[src/ifc_pkg.sv]
// constants, encodings and register map for the in-band flow control block
// Notes on behaviour
// resume and stop characters are software registers accepting any byte value.
// send-stop command transmits the stop-character register value.
// commanded character goes after shifting and holding characters, ahead of queued data.
// send-resume command transmits the resume-character register value.
// send commands work even while the transmitter is halted remotely.
// send-stop command sets the receive-stop-sent flag.
// send-resume command sets receive-resume-sent and clears receive-stop-sent.
// receive-resume-sent clears on the first character received after the resume went out.
// receiver enable or disable clears both receive flags; both set is unused.
// receiver keeps accepting characters whatever the stop-sent flag says.
// matching only when detection and automatic transmit control are both on.
// stop match halts transmitter after current and holding characters.
// error-match option also lets characters with errors match.
// without implied resume only the resume character restarts; others stored normally.
// with implied resume any received character restarts a halted transmitter; the code excepts a stop match, which keeps it halted.
// stop match with automatic control sets the transmit-stopped flag.
// resume match sets resume-pending, clears stopped; pending clears when sending restarts.
// transmitter enable or disable clears both transmit flags and releases the halt.
// without transparency matched characters go to the FIFO with an exception request.
// with transparency matched characters still steer transmission but are discarded.
// exception entry is two FIFO bytes: status first, then the character.
// match compares whole character at configured length, once per character.
package ifc_pkg;
  // byte addresses of the register words
  localparam logic [7:0] ADDR_RESUME = 8'h00;
  localparam logic [7:0] ADDR_STOP   = 8'h04;
  localparam logic [7:0] ADDR_CMD    = 8'h08;
  localparam logic [7:0] ADDR_CHANNEL_CTRL_STATUS_REG   = 8'h0C;
  localparam logic [7:0] ADDR_OPT2   = 8'h10;
  localparam logic [7:0] ADDR_OPT3   = 8'h14;
  localparam logic [7:0] ADDR_OPT5   = 8'h18;
  // command bits, write-only pulses
  localparam int CMD_SEND_SC1 = 0;
  localparam int CMD_SEND_SC2 = 1;
  localparam int CMD_RX_EN    = 2;
  localparam int CMD_RX_DIS   = 3;
  localparam int CMD_TX_EN    = 4;
  localparam int CMD_TX_DIS   = 5;
  // status bits
  localparam int CS_RX_EN     = 0;
  localparam int CS_RX_STOP   = 1;
  localparam int CS_RX_RESUME = 2;
  localparam int CS_TX_EN     = 3;
  localparam int CS_TX_STOP   = 4;
  localparam int CS_TX_RESUME = 5;
  // option fields
  localparam int OPT2_AUTO_TX   = 6;
  localparam int OPT2_IMPLIED   = 7;
  localparam int OPT3_LEN_LO    = 0;
  localparam int OPT3_DETECT    = 4;
  localparam int OPT3_TRANSP    = 5;
  localparam int OPT5_ERR_MATCH = 0;
  // reset values
  localparam logic [7:0] CHAR_RST = 8'h00;
  localparam logic [7:0] OPT2_RST = 8'h00;
  localparam logic [7:0] OPT3_RST = 8'h03;
  localparam logic [7:0] OPT5_RST = 8'h00;
  // exception status bytes
  localparam logic [7:0] EXC_STOP   = 8'h01;
  localparam logic [7:0] EXC_RESUME = 8'h02;
  // bus responses
  localparam logic [1:0] RESP_OKAY   = 2'h0;
  localparam logic [1:0] RESP_SLVERR = 2'h2;
  // receive FIFO writer states
  typedef enum logic {RXF_IDLE, RXF_CHAR} ifc_rxf_state_t;
endpackage : ifc_pkg

[src/ifc_flow_ctrl.sv]
// in-band flow control for one serial channel with its register slave
//
// The AXI4-Lite slave port and the register addresses are this design's own decisions.
`timescale 1ns/1ps
module ifc_flow_ctrl
  import ifc_pkg::*;
(
  input  wire logic        clk_sys,
  input  wire logic        reset_n,
  input  wire logic [7:0]  s_axi_awaddr,
  input  wire logic        s_axi_awvalid,
  output logic             s_axi_awready,
  input  wire logic [31:0] s_axi_wdata,
  input  wire logic [3:0]  s_axi_wstrb,
  input  wire logic        s_axi_wvalid,
  output logic             s_axi_wready,
  output logic [1:0]       s_axi_bresp,
  output logic             s_axi_bvalid,
  input  wire logic        s_axi_bready,
  input  wire logic [7:0]  s_axi_araddr,
  input  wire logic        s_axi_arvalid,
  output logic             s_axi_arready,
  output logic [31:0]      s_axi_rdata,
  output logic [1:0]       s_axi_rresp,
  output logic             s_axi_rvalid,
  input  wire logic        s_axi_rready,
  input  wire logic        rx_char_valid,
  input  wire logic [7:0]  rx_char,
  input  wire logic        rx_char_err,
  output logic             rxf_wr,
  output logic [7:0]       rxf_data,
  output logic             rx_exc_req,
  input  wire logic        tx_fifo_valid,
  input  wire logic [7:0]  tx_fifo_data,
  output logic             tx_fifo_ready,
  output logic             tx_shift_valid,
  output logic [7:0]       tx_shift_data,
  input  wire logic        tx_shift_ready
);
  logic [7:0]     resume_char_reg;
  logic [7:0]     stop_char_reg;
  logic [7:0]     option_reg_2;
  logic [7:0]     option_reg_3;
  logic [7:0]     option_reg_5;
  logic           rx_en;
  logic           tx_en;
  logic           rx_stop_sent_flag;
  logic           rx_resume_sent_flag;
  logic           tx_stopped_flag;
  logic           tx_resume_pending_flag;
  logic           resume_on_line;
  logic           sc1_pend;
  logic           sc2_pend;
  logic           hold_full;
  logic [7:0]     hold_data;
  logic           aw_held;
  logic           w_held;
  logic [7:0]     aw_addr;
  logic [31:0]    w_data;
  logic [3:0]     w_strb;
  logic [7:0]     exc_char;
  ifc_rxf_state_t rxf_state;
  logic           hit_resume;
  logic           hit_stop;

  // write channel: address and data may arrive in either order
  assign s_axi_awready = !aw_held && !s_axi_bvalid;
  assign s_axi_wready  = !w_held && !s_axi_bvalid;
  wire        aw_take  = s_axi_awvalid && s_axi_awready;
  wire        w_take   = s_axi_wvalid && s_axi_wready;
  wire [7:0]  wr_addr  = aw_held ? aw_addr : s_axi_awaddr;
  wire [31:0] wr_data  = w_held ? w_data : s_axi_wdata;
  wire [3:0]  wr_strb  = w_held ? w_strb : s_axi_wstrb;
  wire        wr_fire  = (aw_held || aw_take) && (w_held || w_take);
  wire        wr_lane  = wr_fire && wr_strb[0];
  wire        wr_known = (wr_addr <= ADDR_OPT5) && (wr_addr[1:0] == 2'h0);
  wire        wr_cmd   = wr_lane && (wr_addr == ADDR_CMD);

  // command pulses, one cycle each
  wire cmd_sc1    = wr_cmd && wr_data[CMD_SEND_SC1];
  wire cmd_sc2    = wr_cmd && wr_data[CMD_SEND_SC2];
  wire cmd_rx_on  = wr_cmd && wr_data[CMD_RX_EN];
  wire cmd_rx_off = wr_cmd && wr_data[CMD_RX_DIS];
  wire cmd_tx_on  = wr_cmd && wr_data[CMD_TX_EN];
  wire cmd_tx_off = wr_cmd && wr_data[CMD_TX_DIS];
  wire rx_toggle  = cmd_rx_on || cmd_rx_off;
  wire tx_toggle  = cmd_tx_on || cmd_tx_off;

  // write-side holding and response
  always_ff @(posedge clk_sys or negedge reset_n)
  begin
    if (!reset_n)
    begin
      aw_held      <= 1'b0;
      w_held       <= 1'b0;
      aw_addr      <= 8'h00;
      w_data       <= 32'h0000_0000;
      w_strb       <= 4'h0;
      s_axi_bvalid <= 1'b0;
      s_axi_bresp  <= RESP_OKAY;
    end
    else
    begin
      aw_held <= !wr_fire && (aw_held || aw_take);
      w_held  <= !wr_fire && (w_held || w_take);
      if (aw_take)
        aw_addr <= s_axi_awaddr;
      if (w_take)
      begin
        w_data <= s_axi_wdata;
        w_strb <= s_axi_wstrb;
      end
      if (wr_fire)
      begin
        s_axi_bvalid <= 1'b1;
        s_axi_bresp  <= wr_known ? RESP_OKAY : RESP_SLVERR;
      end
      else if (s_axi_bready)
        s_axi_bvalid <= 1'b0;
    end
  end

  // option and character registers; any byte value is legal
  always_ff @(posedge clk_sys or negedge reset_n)
  begin
    if (!reset_n)
    begin
      resume_char_reg <= CHAR_RST;
      stop_char_reg   <= CHAR_RST;
      option_reg_2    <= OPT2_RST;
      option_reg_3    <= OPT3_RST;
      option_reg_5    <= OPT5_RST;
    end
    else if (wr_lane)
    begin
      if (wr_addr == ADDR_RESUME)
        resume_char_reg <= wr_data[7:0];
      if (wr_addr == ADDR_STOP)
        stop_char_reg <= wr_data[7:0];
      if (wr_addr == ADDR_OPT2)
        option_reg_2 <= wr_data[7:0];
      if (wr_addr == ADDR_OPT3)
        option_reg_3 <= wr_data[7:0];
      if (wr_addr == ADDR_OPT5)
        option_reg_5 <= wr_data[7:0];
    end
  end

  // read decode; the command word reads back as zero
  wire [7:0] channel_ctrl_status_reg = {2'b00, tx_resume_pending_flag, tx_stopped_flag, tx_en,
                     rx_resume_sent_flag, rx_stop_sent_flag, rx_en};
  wire       rd_known = (s_axi_araddr <= ADDR_OPT5) && (s_axi_araddr[1:0] == 2'h0);
  wire [7:0] rd_byte  = (s_axi_araddr == ADDR_RESUME) ? resume_char_reg :
                        (s_axi_araddr == ADDR_STOP)   ? stop_char_reg :
                        (s_axi_araddr == ADDR_CHANNEL_CTRL_STATUS_REG)   ? channel_ctrl_status_reg :
                        (s_axi_araddr == ADDR_OPT2)   ? option_reg_2 :
                        (s_axi_araddr == ADDR_OPT3)   ? option_reg_3 :
                        (s_axi_araddr == ADDR_OPT5)   ? option_reg_5 : 8'h00;
  assign s_axi_arready = !s_axi_rvalid;

  // read answer one cycle after the address is taken
  always_ff @(posedge clk_sys or negedge reset_n)
  begin
    if (!reset_n)
    begin
      s_axi_rvalid <= 1'b0;
      s_axi_rdata  <= 32'h0000_0000;
      s_axi_rresp  <= RESP_OKAY;
    end
    else if (s_axi_arvalid && s_axi_arready)
    begin
      s_axi_rvalid <= 1'b1;
      s_axi_rdata  <= {24'h00_0000, rd_byte};
      s_axi_rresp  <= rd_known ? RESP_OKAY : RESP_SLVERR;
    end
    else if (s_axi_rready)
      s_axi_rvalid <= 1'b0;
  end

  // comparators against both programmed characters
  ifc_char_match u_match_resume (
    .char_in  (rx_char),
    .ref_char (resume_char_reg),
    .char_len (option_reg_3[OPT3_LEN_LO +: 2]),
    .match    (hit_resume)
  );
  ifc_char_match u_match_stop (
    .char_in  (rx_char),
    .ref_char (stop_char_reg),
    .char_len (option_reg_3[OPT3_LEN_LO +: 2]),
    .match    (hit_stop)
  );

  // receive classification; stop wins if both registers hold the same value
  wire auto_tx    = option_reg_2[OPT2_AUTO_TX];
  wire detect_on  = option_reg_3[OPT3_DETECT] && auto_tx;
  wire transp     = option_reg_3[OPT3_TRANSP];
  wire rx_take    = rx_char_valid && rx_en;
  wire err_ok     = !rx_char_err || option_reg_5[OPT5_ERR_MATCH];
  wire can_match  = rx_take && detect_on && err_ok;
  wire is_stop    = can_match && hit_stop;
  wire is_resume  = can_match && hit_resume && !hit_stop;
  wire is_flow    = is_stop || is_resume;
  // only resume restarts unless implied mode lets any character but a stop match do it
  wire implied    = rx_take && auto_tx && option_reg_2[OPT2_IMPLIED] && !is_stop;
  wire restart    = is_resume || (implied && tx_stopped_flag);

  // transmit path: holding char first, then stop, then resume, then queued data
  wire send_hold  = hold_full && tx_en;
  wire send_sc2   = !send_hold && sc2_pend;
  wire send_sc1   = !send_hold && !sc2_pend && sc1_pend;
  assign tx_shift_valid = send_hold || sc1_pend || sc2_pend;
  assign tx_shift_data  = send_hold ? hold_data :
                          send_sc2  ? stop_char_reg : resume_char_reg; // see R2 see R3
  wire shift_take = tx_shift_valid && tx_shift_ready;
  wire hold_take  = shift_take && send_hold;
  wire sc1_gone   = shift_take && send_sc1;
  wire sc2_gone   = shift_take && send_sc2;
  // a halt stops refilling; the holding char still drains
  assign tx_fifo_ready = tx_en && !tx_stopped_flag && !hold_full;
  wire fifo_load  = tx_fifo_valid && tx_fifo_ready;

  // holding register and pending special characters; new commands win
  always_ff @(posedge clk_sys or negedge reset_n)
  begin
    if (!reset_n)
    begin
      hold_full <= 1'b0;
      hold_data <= 8'h00;
      sc1_pend  <= 1'b0;
      sc2_pend  <= 1'b0;
    end
    else
    begin
      hold_full <= fifo_load || (hold_full && !hold_take);
      if (fifo_load)
        hold_data <= tx_fifo_data;
      sc1_pend <= cmd_sc1 || (sc1_pend && !sc1_gone);
      sc2_pend <= cmd_sc2 || (sc2_pend && !sc2_gone);
    end
  end

  // enables and receive-side flags; command sets win over clears, except send-resume clearing stop-sent beats send-stop
  always_ff @(posedge clk_sys or negedge reset_n)
  begin
    if (!reset_n)
    begin
      rx_en               <= 1'b0;
      tx_en               <= 1'b0;
      rx_stop_sent_flag   <= 1'b0;
      rx_resume_sent_flag <= 1'b0;
      resume_on_line      <= 1'b0;
    end
    else
    begin
      if (rx_toggle)
        rx_en <= cmd_rx_on;
      if (tx_toggle)
        tx_en <= cmd_tx_on;
      if (cmd_sc1)
        rx_stop_sent_flag <= 1'b0;
      else if (cmd_sc2)
        rx_stop_sent_flag <= 1'b1;
      else if (rx_toggle)
        rx_stop_sent_flag <= 1'b0;
      if (cmd_sc1)
        rx_resume_sent_flag <= 1'b1;
      else if (cmd_sc2 || rx_toggle || (rx_take && resume_on_line))
        rx_resume_sent_flag <= 1'b0; // see R8
      resume_on_line <= sc1_gone || (resume_on_line && !cmd_sc1 && rx_resume_sent_flag && !rx_take);
    end
  end

  // transmit-side flags; a match in the toggle cycle still counts
  always_ff @(posedge clk_sys or negedge reset_n)
  begin
    if (!reset_n)
    begin
      tx_stopped_flag        <= 1'b0;
      tx_resume_pending_flag <= 1'b0;
    end
    else
    begin
      if (is_stop)
        tx_stopped_flag <= 1'b1;
      else if (restart || tx_toggle)
        tx_stopped_flag <= 1'b0; // see R17
      if (is_resume)
        tx_resume_pending_flag <= 1'b1;
      else if (is_stop || tx_toggle || fifo_load)
        tx_resume_pending_flag <= 1'b0; // see R17
    end
  end

  // receive FIFO writer; an exception takes two cycles, so chars need a gap
  always_ff @(posedge clk_sys or negedge reset_n)
  begin
    if (!reset_n)
    begin
      rxf_state  <= RXF_IDLE;
      rxf_wr     <= 1'b0;
      rxf_data   <= 8'h00;
      rx_exc_req <= 1'b0;
      exc_char   <= 8'h00;
    end
    else
    begin
      rxf_wr     <= 1'b0;
      rx_exc_req <= 1'b0;
      case (rxf_state)
        RXF_IDLE:
        begin
          if (rx_take && is_flow && !transp) // see R19
          begin
            rxf_wr     <= 1'b1;
            rxf_data   <= is_stop ? EXC_STOP : EXC_RESUME;
            rx_exc_req <= 1'b1;
            exc_char   <= rx_char;
            rxf_state  <= RXF_CHAR;
          end
          else if (rx_take && !is_flow)
          begin
            rxf_wr   <= 1'b1;
            rxf_data <= rx_char;
          end
        end
        RXF_CHAR:
        begin
          rxf_wr    <= 1'b1;
          rxf_data  <= exc_char;
          rxf_state <= RXF_IDLE;
        end
        default:
          rxf_state <= RXF_IDLE;
      endcase
    end
  end
endmodule : ifc_flow_ctrl

[src/ifc_char_match.sv]
// compares a received character with a programmed one at the active length
`timescale 1ns/1ps
module ifc_char_match
  import ifc_pkg::*;
(
  input  wire logic [7:0] char_in,
  input  wire logic [7:0] ref_char,
  input  wire logic [1:0] char_len,
  output logic            match
);
  // length code 0..3 means 5..8 data bits; unused upper bits never count
  wire [7:0] len_mask = 8'hFF >> (2'h3 - char_len);

  // whole character compared, not a partial field
  assign match = ((char_in ^ ref_char) & len_mask) == 8'h00;
endmodule : ifc_char_match

[config.mk]
export PLATFORM = sky130hd
export DESIGN_NAME = ifc_flow_ctrl
export DESIGN_NICKNAME = d
export VERILOG_FILES = /design/src/ifc_pkg.sv /design/src/ifc_flow_ctrl.sv /design/src/ifc_char_match.sv
export SDC_FILE = /design/constraint.sdc
export NUM_CORES = 1
export LEC_CHECK = 0
export BUFFER_PORTS_ARGS = -buffer_cell sky130_fd_sc_hd__buf_2
export CAP_MARGIN = 15
export CORE_MARGIN = 5
export CORE_UTILIZATION = 45
export DETAILED_ROUTE_END_ITERATION = 12
export PLACE_DENSITY = 0.7
export SYNTH_ARGS = -nofsm -noshare
export SYNTH_HDL_FRONTEND = slang
export SYNTH_SLANG_ARGS = --single-unit
[constraint.sdc]
create_clock -name clk_sys -period 2.5 [get_ports clk_sys]
set_input_delay 0.375 -clock clk_sys [delete_from_list [all_inputs] [get_ports clk_sys]]
set_output_delay 0.375 -clock clk_sys [all_outputs]
set_load 0.05 [all_outputs]
* Word level (Yosys, flattened, before mapping)
Cells that the tools add are included. Widths: inputs -> output; s select.
Storage, ports and cells: bits in registers 110, output and inout port bits 61
Operators by class: $add $sub $neg 1, magnitude comparators 2, equal/unequal tests 11, shift-type cells 1, multiplexer cells 36, bitwise logic cells 5, reduce and logical (&&, ||, !) cells 105
Operator list (number):
- $mux 8 | 12
- $logic_and 1x1->1 | 50
- $eq 8x5->1 const B | 6
- $logic_not 8->1 | 4
- $logic_not 1->1 | 19
- $logic_or 1x1->1 | 18
- $mux 1 | 18
- $and 8x8->8 | 2
- $eq 8x3->1 const B | 2
- $eq 8x4->1 const B | 2
- $le 8x5->1 const B | 2
- $pmux 8 s2 | 1
- $xor 8x8->8 | 2
- $reduce_and 2->1 | 6
- $reduce_bool 2->1 | 5
- $shr 8x2->8 const A | 1
- $mux 2 | 3
- $logic_not 2->1 | 2
- $pmux 1 s2 | 2
- $ne 3x3->1 const B | 1
- $reduce_bool 3->1 | 1
- $sub 2x2->2 const A | 1
- $not 1->1 | 1

* Logic depth before layout (Yosys ltp)
Gate-level depths: netlist of run 1.
depth after elaboration 13, depth in mapped cells 9

* Cells and area by module
Synthesis of run 1 repeated with hierarchy kept, for this count alone.
Second synthesis, totals: cells, all modules 503, area, all modules 5591.6 um2
By module, submodules not included:
- ifc_flow_ctrl | times used 1, cells each 479, area each 5393.9 um2, sequential area each 2680.1 um2
- ifc_char_match | times used 2, cells each 12, area each 98.8 um2, sequential area each 0.0 um2

* Least setup slack after synthesis of run 1
OpenSTA, ideal clock, no wires.
path kind reg-to-reg, start point reg hold_full, end point reg hold_data[0], setup time 125 ps, arrival 2497 ps, data required time 2375 ps, slack -122 ps, cell stages (with the launch flop) 5, buffers on the path 1, period minus slack after synthesis 2622 ps, cell sequence dfrtp_1 > nor3b_1 > and2_1 > clkbuf_1 > mux2_2
Between the ends: cells in the longest elaborated chain, start to end 3
RTL lines:
- start: declaration | line ifc_flow_ctrl.sv:54 | logic hold_full;
- start signal: assignment | line ifc_flow_ctrl.sv:235 | hold_full <= fifo_load || (hold_full && !hold_take);
- $logic_not 1->1 | line ifc_flow_ctrl.sv:220 | assign tx_fifo_ready = tx_en && !tx_stopped_flag && !hold_full;
- $logic_and 1x1->1 | line ifc_flow_ctrl.sv:220
- named net tx_fifo_ready | line ifc_flow_ctrl.sv:35 | output logic tx_fifo_ready,
- $logic_and 1x1->1 | line ifc_flow_ctrl.sv:221 | wire fifo_load = tx_fifo_valid && tx_fifo_ready;
- end signal: assignment | line ifc_flow_ctrl.sv:237 | hold_data <= tx_fifo_data;
- end: declaration | line ifc_flow_ctrl.sv:55 | logic [7:0] hold_data;
The timed path passes the listed nets, and every way through them passes these cells. A chain may end at the register's enable or synchronous reset.

* Final worst setup path of run 1
start point reg aw_held, end point reg option_reg_2[4]
Between the ends: cells in the longest elaborated chain, start to end 7, elaborated cells between the ends (all ways) 9, those cells by class eq/ne: 1; mux: 1; reduce/logical: 7
RTL lines:
- start: declaration | line ifc_flow_ctrl.sv:56 | logic aw_held;
- start signal: assignment | line ifc_flow_ctrl.sv:104 | aw_held <= !wr_fire && (aw_held || aw_take);
- $logic_not 1->1 | line ifc_flow_ctrl.sv:67 | assign s_axi_awready = !aw_held && !s_axi_bvalid;
- $logic_and 1x1->1 | line ifc_flow_ctrl.sv:67
- $logic_and 1x1->1 | line ifc_flow_ctrl.sv:69 | wire aw_take = s_axi_awvalid && s_axi_awready;
- $logic_or 1x1->1 | line ifc_flow_ctrl.sv:74 | wire wr_fire = (aw_held || aw_take) && (w_held || w_take);
- $logic_and 1x1->1 | line ifc_flow_ctrl.sv:74
- $logic_and 1x1->1 | line ifc_flow_ctrl.sv:75 | wire wr_lane = wr_fire && wr_strb[0];
- $reduce_and 2->1 (no source line) *
- end signal: assignment | line ifc_flow_ctrl.sv:141 | option_reg_2 <= wr_data[7:0];
- end: declaration | line ifc_flow_ctrl.sv:42 | logic [7:0] option_reg_2;
Every way passes the cells marked *; elsewhere a longest branch is shown, timed or not.

==> results.cfg, run 1 <==
[grt]
grt_overflow = 0
grt_pass1_vias = 4134
grt_max_degree = 68
antenna_found_initial = 1
grt_pass1_wl_um = 21290
grt_usage_pct = 18.51

[setup_path]
end_kind = flop
path_buf_inv = 0
critPathLaunchType = flop
crit_start = aw_held
r2r-start = aw_held
worst_r2r_path_depth = 5
cp.arrival_ns = 2.50
worstSetupPathType = flop to flop
cp_max_fo = 11
reg2reg_to = option_reg_2[4]
path_cells = nor4_4 > a21oi_2 > or2_1 > or4b_4 > mux2_4
critPathSlowestCell = or4b_4
required_ns = 2.74
path_delay_family = simple AND/OR/NAND/NOR gates
reg2reg_slack_ns = 0.24
slowest_delay_ns = 0.59

[synthesis]
synth-edff-count = 0
synth_cell_types = 55
avgSynthCellArea_um2 = 10.83
ys_seq_elements = 107
yosys_warnings = 0
ys_dominant_reg_cell = dfrtp_1
synth.yosys.seq_area_share_pct = 48.25
synth_area_mm2 = 0.005554
synthArstFlopShare_pct = 100.0
syn_inst = 513

[placement]
place_area_mm2 = 0.006076
port_buffers = 86
gp_congestion = 0.8857
place_hpwl_um = 9819

[route]
drc = 0
wire_per_inst_um = 16.99
via_per_inst = 5.280
routed_wl_um = 13070
dr.first_iter.drc_count = 219
vias = 4060
dr.pass1.iters = 4
ant_nets = 0

[timing]
worst_pin_slew_ns = 0.5965
hold_violations = 0
fin_crit_sh_pct = 90.33
max_freq_ghz = 0.4428
relSlewSlack_pct = 59.09
layout_min_cycle_time_ns = 2.258
fin_skew_ns = 0.007470
rsz0062_at_grt = true
drv_slew = 0
setup_violations = 0
tns_ns = 0

[layout]
area_growth_pct = 15.21
layout_commonest_cell = dfrtp_1
finalNetCount = 675
drive_above_1_share_pct = 32.78
layout_common_cells = 105 x dfrtp_1, 85 x buf_2, 68 x mux2_2
num_antenna_cells = 0
final_cell_area_mm2 = 0.006399

[cts]
h-tree-depth = 3
cts_tree = done
clock-sinks = 107
clock_latency_ns = 0.35
clockBufferDepth = 2
cts-buffers-inserted = 9
cts.clk_slew.worst_paths_ns = 0.07
post-cts-setup-buffer-count = 0
cts_root_buffer = clkbuf_16

[floorplan]
die_x_um = 121.1
fp.dieH_um = 121.1
rows = 40
fp.coreArea_mm2 = 0.01206
start_util_pct = 46.05
pin_count = 140
die_area_mm2 = 0.01466

[power]
leakage_nw = 3.046
ir_drop_v = 0.0006273
finalPower_mw = 5.639
powerDensity_mw_per_mm2 = 881.2

[run]
drv_cap = 0

[run_status]
status = finished, final reports clean

[hold_path]
hold_class = input pin to asynchronous set/reset pin
[layout make-up]
class / instances / area, µm²
multi-input combinational: 376 / 2656
timing repair buffer: 94 / 505.5
clock buffer: 9 / 225.2
sequential: 107 / 2680
tap: 168 / 210.2
fill: 1103 / 5663
clock inverter: 7 / 91.34
inverter: 8 / 30.03
[power breakdown]
group | total [mW] | internal, mW | switching (mW)
clock network | 1.51 | 0.876 | 0.638
logic | 1.76 | 0.631 | 1.12
registers | 2.37 | 2.10 | 0.265
[metrics by stage]
stage / util, % / std cells / setup WS [ns] / hold WS [ns]
2_1_floorplan: - / 538 / 0.1202 / 0.07941
3_3_place_gp: 50.37 / 753 / 0.2503 / 0.3943
3_5_place_dp: 50.37 / 753 / 0.1578 / 0.4022
4_1_cts: 53.00 / 769 / 0.1394 / 0.02633
5_1_grt: 53.05 / 769 / -0.005621 / 0.04279
6_report: 53.05 / 769 / 0.2419 / 0.01199
[cell families after synthesis]
kind of cell / count (synthesis) / synth area share [%]
muxes: 92 / 18.47
buffers and inverters: 55 / 5.812
xor gates and xnor gates: 16 / 2.523
other: 1 / 0.06752
and+or+nand+nor: 134 / 12.14
AOI/OAI and AO/OA: 108 / 12.73
DFF: 107 / 48.25
[Yosys cell counts (all sizes together), types with 2 or more instances]
cell type,n,area [µm²]
a21o,9,67.56
nor4,3,48.80
or2,2,12.52
o21a,2,15.01
and2,6,37.54
a211oi,2,15.01
nand2,55,206.5
nor4b,2,30.03
nor2b,4,25.02
a22o,6,52.55
nand3,10,50.05
xnor2,15,131.4
buf,32,236.5
nand3b,3,22.52
a21oi,15,90.09
nor3,11,55.05
nand2b,5,31.28
o22ai,2,12.51
or4,2,15.01
dfstp,2,52.55
o211ai,10,75.07
mux2i,20,200.2
or3,2,12.51
inv,8,30.03
mux2,72,825.8
dfrtp,105,2628
nor2,25,93.84
o221ai,2,17.52
clkbuf,15,56.30
o21ai,43,219.0
o31ai,8,60.06
and3,2,12.51
[routing by layer]
| metal | wire (µm) | up-vias | GRT usage (%) |
|---|---|---|---|
| met5 | 13 | - | 0 |
| met4 | 286 | 2 | 5.878 |
| met3 | 820 | 19 | 5.828 |
| met2 | 6305 | 120 | 30.64 |
| met1 | 5641 | 1978 | 23.05 |
| li1 | - | 1941 | - |
[worst reg2reg max path, cell delays in order, from the launching register on]
cell     delay (ns)
dfrtp_1        0.54
nor4_4         0.34
a21oi_2        0.08
or2_1          0.26
or4b_4         0.59
mux2_4         0.33
[worst max-delay path by stage]
stage                    endpoint  depth (start not counted)
2_1_floorplan    tx_shift_data[5]                          4
3_3_place_gp          rxf_data[6]                          6
3_5_place_dp          rxf_data[4]                          6
4_1_cts               rxf_data[4]                          6
5_1_grt        resume_char_reg[7]                          4
6_report          option_reg_2[4]                          5
[timing repair]
item,4_1_cts,5_1_grt
hold buffers,0,0
endpoints found under the setup margin,0,9
gates resized for setup,0,1
No activity file was read; power rests on OpenSTA's default activity.
==> run 2, diff against run 1 <==
--- a/config.mk
+++ b/config.mk
@@ -10,7 +10,7 @@
 export CORE_MARGIN = 5
 export CORE_UTILIZATION = 45
 export DETAILED_ROUTE_END_ITERATION = 12
-export PLACE_DENSITY = 0.7
+export PLACE_DENSITY = 0.73
 export SYNTH_ARGS = -nofsm -noshare
 export SYNTH_HDL_FRONTEND = slang
 export SYNTH_SLANG_ARGS = --single-unit
==> constraint.sdc (replaced) <==
create_clock -name clk_sys -period 2 [get_ports clk_sys]
set_input_delay 0.3 -clock clk_sys [delete_from_list [all_inputs] [get_ports clk_sys]]
set_output_delay 0.3 -clock clk_sys [all_outputs]
set_load 0.05 [all_outputs]
==> run 2 against run 1 <==
Compared with the run above: critical path depth unchanged; routed wire length up 3.8%; die area unchanged; power up 30%; the run now ends with setup timing left; combinational power up 39%; cell count up 5.7%; sequential power up 25%; register-to-register slack worse by 0.26 ns.
==> results.cfg, run 2 (synthesis results as in run 1) <==
[setup_path]
critPathLaunchType = flop
slowest_delay_ns = 0.60
cp.arrival_ns = 2.25
required_ns = 2.23
end_kind = flop
critPathSlowestCell = or4b_4
worstSetupPathType = flop to flop
path_cells = nor3_1 > a21oi_2 > or2_1 > or4b_4 > mux2_4
cp_max_fo = 11
worst_r2r_path_depth = 5

[route]
dr.pass1.iters = 4
drc = 0
routed_wl_um = 13570
vias = 4291
via_per_inst = 5.278
dr.first_iter.drc_count = 268
wire_per_inst_um = 16.69
highest_layer = met4
drt-met1-wl_um = 5665
ant_nets = 0
wl_met3_um = 908
wl_met2_um = 6628

[cts]
h-tree-depth = 3
cts_root_buffer = clkbuf_16
clock_latency_ns = 0.35
clock-sinks = 107
cts_tree = done
cts.clk_slew.worst_paths_ns = 0.07
clockBufferDepth = 2
cts-buffers-inserted = 9

[power]
comb_power_share_pct = 33.5
swShare_pct = 35.46
intPower_mw = 4.721
ir_drop_v = 0.001133
leakage_nw = 3.321
clkPwrFrac_pct = 26.0
seq_power_share_pct = 40.5
p_switching_mw = 2.594
powerDensity_mw_per_mm2 = 1063

[run_status]
status = finished with violations
violations = setup timing

[floorplan]
fp.coreArea_mm2 = 0.01206
pin_count = 140
rows = 40
start_util_pct = 46.05
die_area_mm2 = 0.01466
die_x_um = 121.1
fp.dieH_um = 121.1

[layout]
finalNetCount = 719
area_growth_pct = 23.90
multi_input_area_mm2 = 0.002779
num_antenna_cells = 0
register_area_mm2 = 0.002685
drive_above_1_share_pct = 40.16
layout_common_cells = 101 x dfrtp_1, 85 x buf_2, 67 x mux2_2
layout_commonest_cell = dfrtp_1
fill_cells = 1039

[timing]
layout_min_cycle_time_ns = 2.020
relSlewSlack_pct = 60.98
drv_slew = 0
fin_crit_sh_pct = 101.0
rsz0062_at_grt = true
tns_ns = -0.05552
fin_skew_ns = 0.007054
setup_slack_ns = -0.01953
setup_violations = 4
hold_violations = 0
max_freq_ghz = 0.4952
worst_pin_slew_ns = 0.5839

[run]
drv_cap = 0

[placement]
place_ws_ns = -0.2061
gp_congestion = 0.8937
port_buffers = 86
place_hpwl_um = 10350

[grt]
grt_pass1_wl_um = 21450
antenna_found_initial = 0
grt_overflow = 0
grt_usage_pct = 18.54
grt_max_degree = 47
grt_pass1_vias = 4324

[hold_path]
min_path_cells = 2
hold_class = input pin to flop
## run 2: stage by stage
step / std cells / hold slack [ns] / power (mW) / area [µm²] / utilization (%)
5_1_grt: 813 / 0.1265 / 7.664 / 6882 / 57.05
4_1_cts: 808 / 0.1107 / 7.326 / 6766 / 56.10
2_1_floorplan: 538 / 0.004409 / 4.671 / 5687 / -
3_5_place_dp: 791 / 0.2748 / 5.388 / 6407 / 53.12
6_report: 813 / 0.1166 / 7.315 / 6882 / 57.05
3_3_place_gp: 791 / 0.2677 / 5.281 / 6407 / 53.12
## run 2: layout make-up
| class | count | area share [%] |
|---|---|---|
| clock buffer | 12 | 3.582 |
| inverter | 8 | 0.4364 |
| clock inverter | 4 | 1.109 |
| sequential | 107 | 39.02 |
| timing repair buffer | 138 | 12.42 |
| tap | 168 | 3.055 |
| multi-input combinational | 376 | 40.38 |
## run 2: power by group through the flow
stage | Sequential [mW] | Clock [mW] | Combinational [mW]
global placement | 2.96 | 0 | 2.32
global route | 3.03 | 2.02 | 2.61
floorplan | 3.31 | 0 | 1.37
CTS | 2.97 | 1.94 | 2.42
finish | 2.96 | 1.90 | 2.45
detailed placement | 3.00 | 0 | 2.39
## run 2: worst paths after layout
kind	slack [ns]	to	start
min	0.12	s_axi_bvalid	s_axi_bready
min in group asynchronous	0.44	s_axi_rdata[6]	reset_n
min reg2reg	0.47	rxf_data[3]	rxf_data[3]
max reg2reg	-0.02	option_reg_2[5]	aw_addr[5]
max in group asynchronous	0.90	option_reg_3[1]	reset_n
max	-0.02	option_reg_2[5]	aw_addr[5]
## run 2: repair_timing
item / 4_1_cts / 5_1_grt
hold endpoints to repair: 29 / 0
resized for setup: 7 / 16
hold buffers: 1 / 0
pin swaps: 1 / 8
setup endpoints to repair: 34 / 28
cloned: 0 / 0
setup buffers: 0 / 6
## run 2: metal layers
layer / up-vias / GRT usage (%)
met5: - / 0
met4: 0 / 7.436
met3: 29 / 3.869
met2: 153 / 31.40
met1: 2081 / 23.10
li1: 2028 / -
## run 2: worst max-delay path: cells and delay by family, from the launching register on
kind | cells | cell delay [ns]
muxes | 1 | 0.33
DFF | 1 | 0.38
AOI/OAI and AO/OA | 1 | 0.11
and+or+nand+nor | 3 | 1.08
==> run 3, diff against run 2 <==
--- a/config.mk
+++ b/config.mk
@@ -7,10 +7,13 @@
 export LEC_CHECK = 0
 export BUFFER_PORTS_ARGS = -buffer_cell sky130_fd_sc_hd__buf_2
 export CAP_MARGIN = 15
+export CELL_PAD_IN_SITES_DETAIL_PLACEMENT = 1
+export CELL_PAD_IN_SITES_GLOBAL_PLACEMENT = 1
+export CORE_ASPECT_RATIO = 0.5
 export CORE_MARGIN = 5
-export CORE_UTILIZATION = 45
+export CORE_UTILIZATION = 37
 export DETAILED_ROUTE_END_ITERATION = 12
-export PLACE_DENSITY = 0.73
+export PLACE_DENSITY = 0.77
 export SYNTH_ARGS = -nofsm -noshare
 export SYNTH_HDL_FRONTEND = slang
 export SYNTH_SLANG_ARGS = --single-unit
==> run 3 against run 2 <==
Compared with the run above: the flow still finishes with violations (setup timing); non-clock buffer count rose by 37; clock-buffer cell count shrank 2; routed wire length grew 25%; die area rose by 21%; largest cell class unchanged.
==> results.cfg, run 3 (synthesis results as in run 1) <==
[setup_path]
worst_r2r_path_depth = 6
cp_max_fo = 6
r2r-start = aw_held
cp.arrival_ns = 2.38
reg2reg_to = option_reg_2[5]
path_buf_inv = 1
critPathSlowestCell = or4b_4
worstSetupPathType = flop to flop
required_ns = 2.24
reg2reg_slack_ns = -0.13
path_delay_family = simple AND/OR/NAND/NOR gates
critPathLaunchType = flop
slowest_delay_ns = 0.58
path_cells = nor4_4 > a21oi_2 > or2_1 > or4b_4 > buf_12 > mux2_4
end_kind = flop

[hold_path]
hold_class = input pin to flop
hold_end = s_axi_bvalid
min_path_cells = 2
min-delay-start = s_axi_bready

[cts]
clockBufferDepth = 2
cts.clk_slew.worst_paths_ns = 0.08
cts-buffers-inserted = 9
clock_latency_ns = 0.36
cts_tree = done
clock-sinks = 107
cts_root_buffer = clkbuf_16
h-tree-depth = 3

[floorplan]
fp.coreArea_mm2 = 0.01458
die_area_mm2 = 0.01771
pin_count = 140
start_util_pct = 38.08
rows = 31
fp.dieH_um = 96.64
die_x_um = 183.3

[placement]
place_hpwl_um = 11880
dpl.cell_count = 834
place_ws_ns = -0.2804
gp_congestion = 0.8998
port_buffers = 86

[grt]
grt_usage_pct = 18.73
grt_pass1_vias = 4922
antenna_found_initial = 1
grt_overflow = 0
grt_pass1_wl_um = 26460
grt_max_degree = 44

[run_status]
status = finished with violations
violations = setup timing

[timing]
drv_slew = 0
worst_pin_slew_ns = 0.5986
setup_violations = 44
rsz0062_at_grt = true
tns_ns = -2.262
relSlewSlack_pct = 58.95
fin_skew_ns = 0.008797
max_freq_ghz = 0.4689
fin_crit_sh_pct = 106.6
layout_min_cycle_time_ns = 2.133
hold_violations = 0
setup_slack_ns = -0.1328

[route]
dr.pass1.iters = 4
dr.first_iter.drc_count = 248
vias = 4531
via_per_inst = 5.149
drt-met1-wl_um = 7201
wl_met2_um = 8265
wire_per_inst_um = 19.21
ant_nets = 0
wl_met3_um = 1235
highest_layer = met5
routed_wl_um = 16910
drc = 0

[layout]
register_area_mm2 = 0.002684
fill_cells = 1630
drive_above_1_share_pct = 46.04
multi_input_area_mm2 = 0.002882
area_growth_pct = 31.70
fin_util_pct = 50.15
finalNetCount = 756
num_antenna_cells = 0
final_cells = 880
layout_commonest_cell = dfrtp_1
layout_common_cells = 102 x dfrtp_1, 86 x buf_2, 73 x buf_4

[power]
powerDensity_mw_per_mm2 = 1020
finalPower_mw = 7.464
leakage_nw = 3.529
ir_drop_v = 0.0004850

[run]
drv_cap = 0
-- run 3: cell types whose count changed in the layout (fill, tap and decap cells not counted), sizes merged --
cell / previous run / this run
buf: 137 / 174
clkinv: 1 / 4
bufinv: 2 / 0
clkbuf: 12 / 10
inv: 8 / 9
-- run 3: worst max-delay path by stage --
stage                                  end                from  depth (start not counted)  slack [ns]
final                      option_reg_2[5]             aw_held                          6       -0.13
after CTS                  option_reg_2[5]          aw_addr[7]                          6       -0.06
after global routing           rxf_data[0]  resume_char_reg[7]                          7       -0.24
after global placement         rxf_data[6]     option_reg_3[1]                          7       -0.22
after floorplan           tx_shift_data[5]           hold_full                          4       -0.30
after detailed placement       rxf_data[6]     option_reg_3[1]                          7       -0.28
-- run 3: power breakdown --
part | total (mW) | leakage (nW) | switching, mW | internal [mW]
Combinational | 2.77 | 1.96 | 1.68 | 1.09
Sequential | 2.98 | 1.43 | 0.344 | 2.64
Clock | 1.72 | 0.139 | 0.837 | 0.880
-- run 3: repair_timing --
item | CTS | global route
endpoints found under the hold margin | 30 | 0
hold buffers | 1 | 0
gates resized for setup | 13 | 48
cloned | 0 | 1
setup endpoints to repair | 45 | 65
setup buffers | 14 | 18
pin swaps | 8 | 22
-- run 3: area by class of cell --
cell class                      instances  share of cell area [%]
Clock inverter                          6                  0.5474
Tap cell                              198                   3.387
Sequential cell                       107                   36.69
Clock buffer                           10                   3.267
Multi-Input combinational cell        376                   39.39
Timing Repair Buffer                  175                   16.30
Inverter                                8                  0.4105
-- run 3: per-stage QoR --
| step | instance area (µm²) | hold WS, ns |
|---|---|---|
| finish | 7315 | 0.1079 |
| global route | 7315 | 0.1118 |
| CTS | 7005 | 0.1063 |
| detailed placement | 6543 | 0.2779 |
| global placement | 6543 | 0.2757 |
| floorplan | 5687 | 0.004409 |
-- run 3: layer usage --
metal | vias up | track usage [%]
met4 | 2 | 5.206
met3 | 18 | 5.360
met1 | 2285 | 24.43
met5 | - | 0
li1 | 2103 | -
met2 | 123 | 30.53
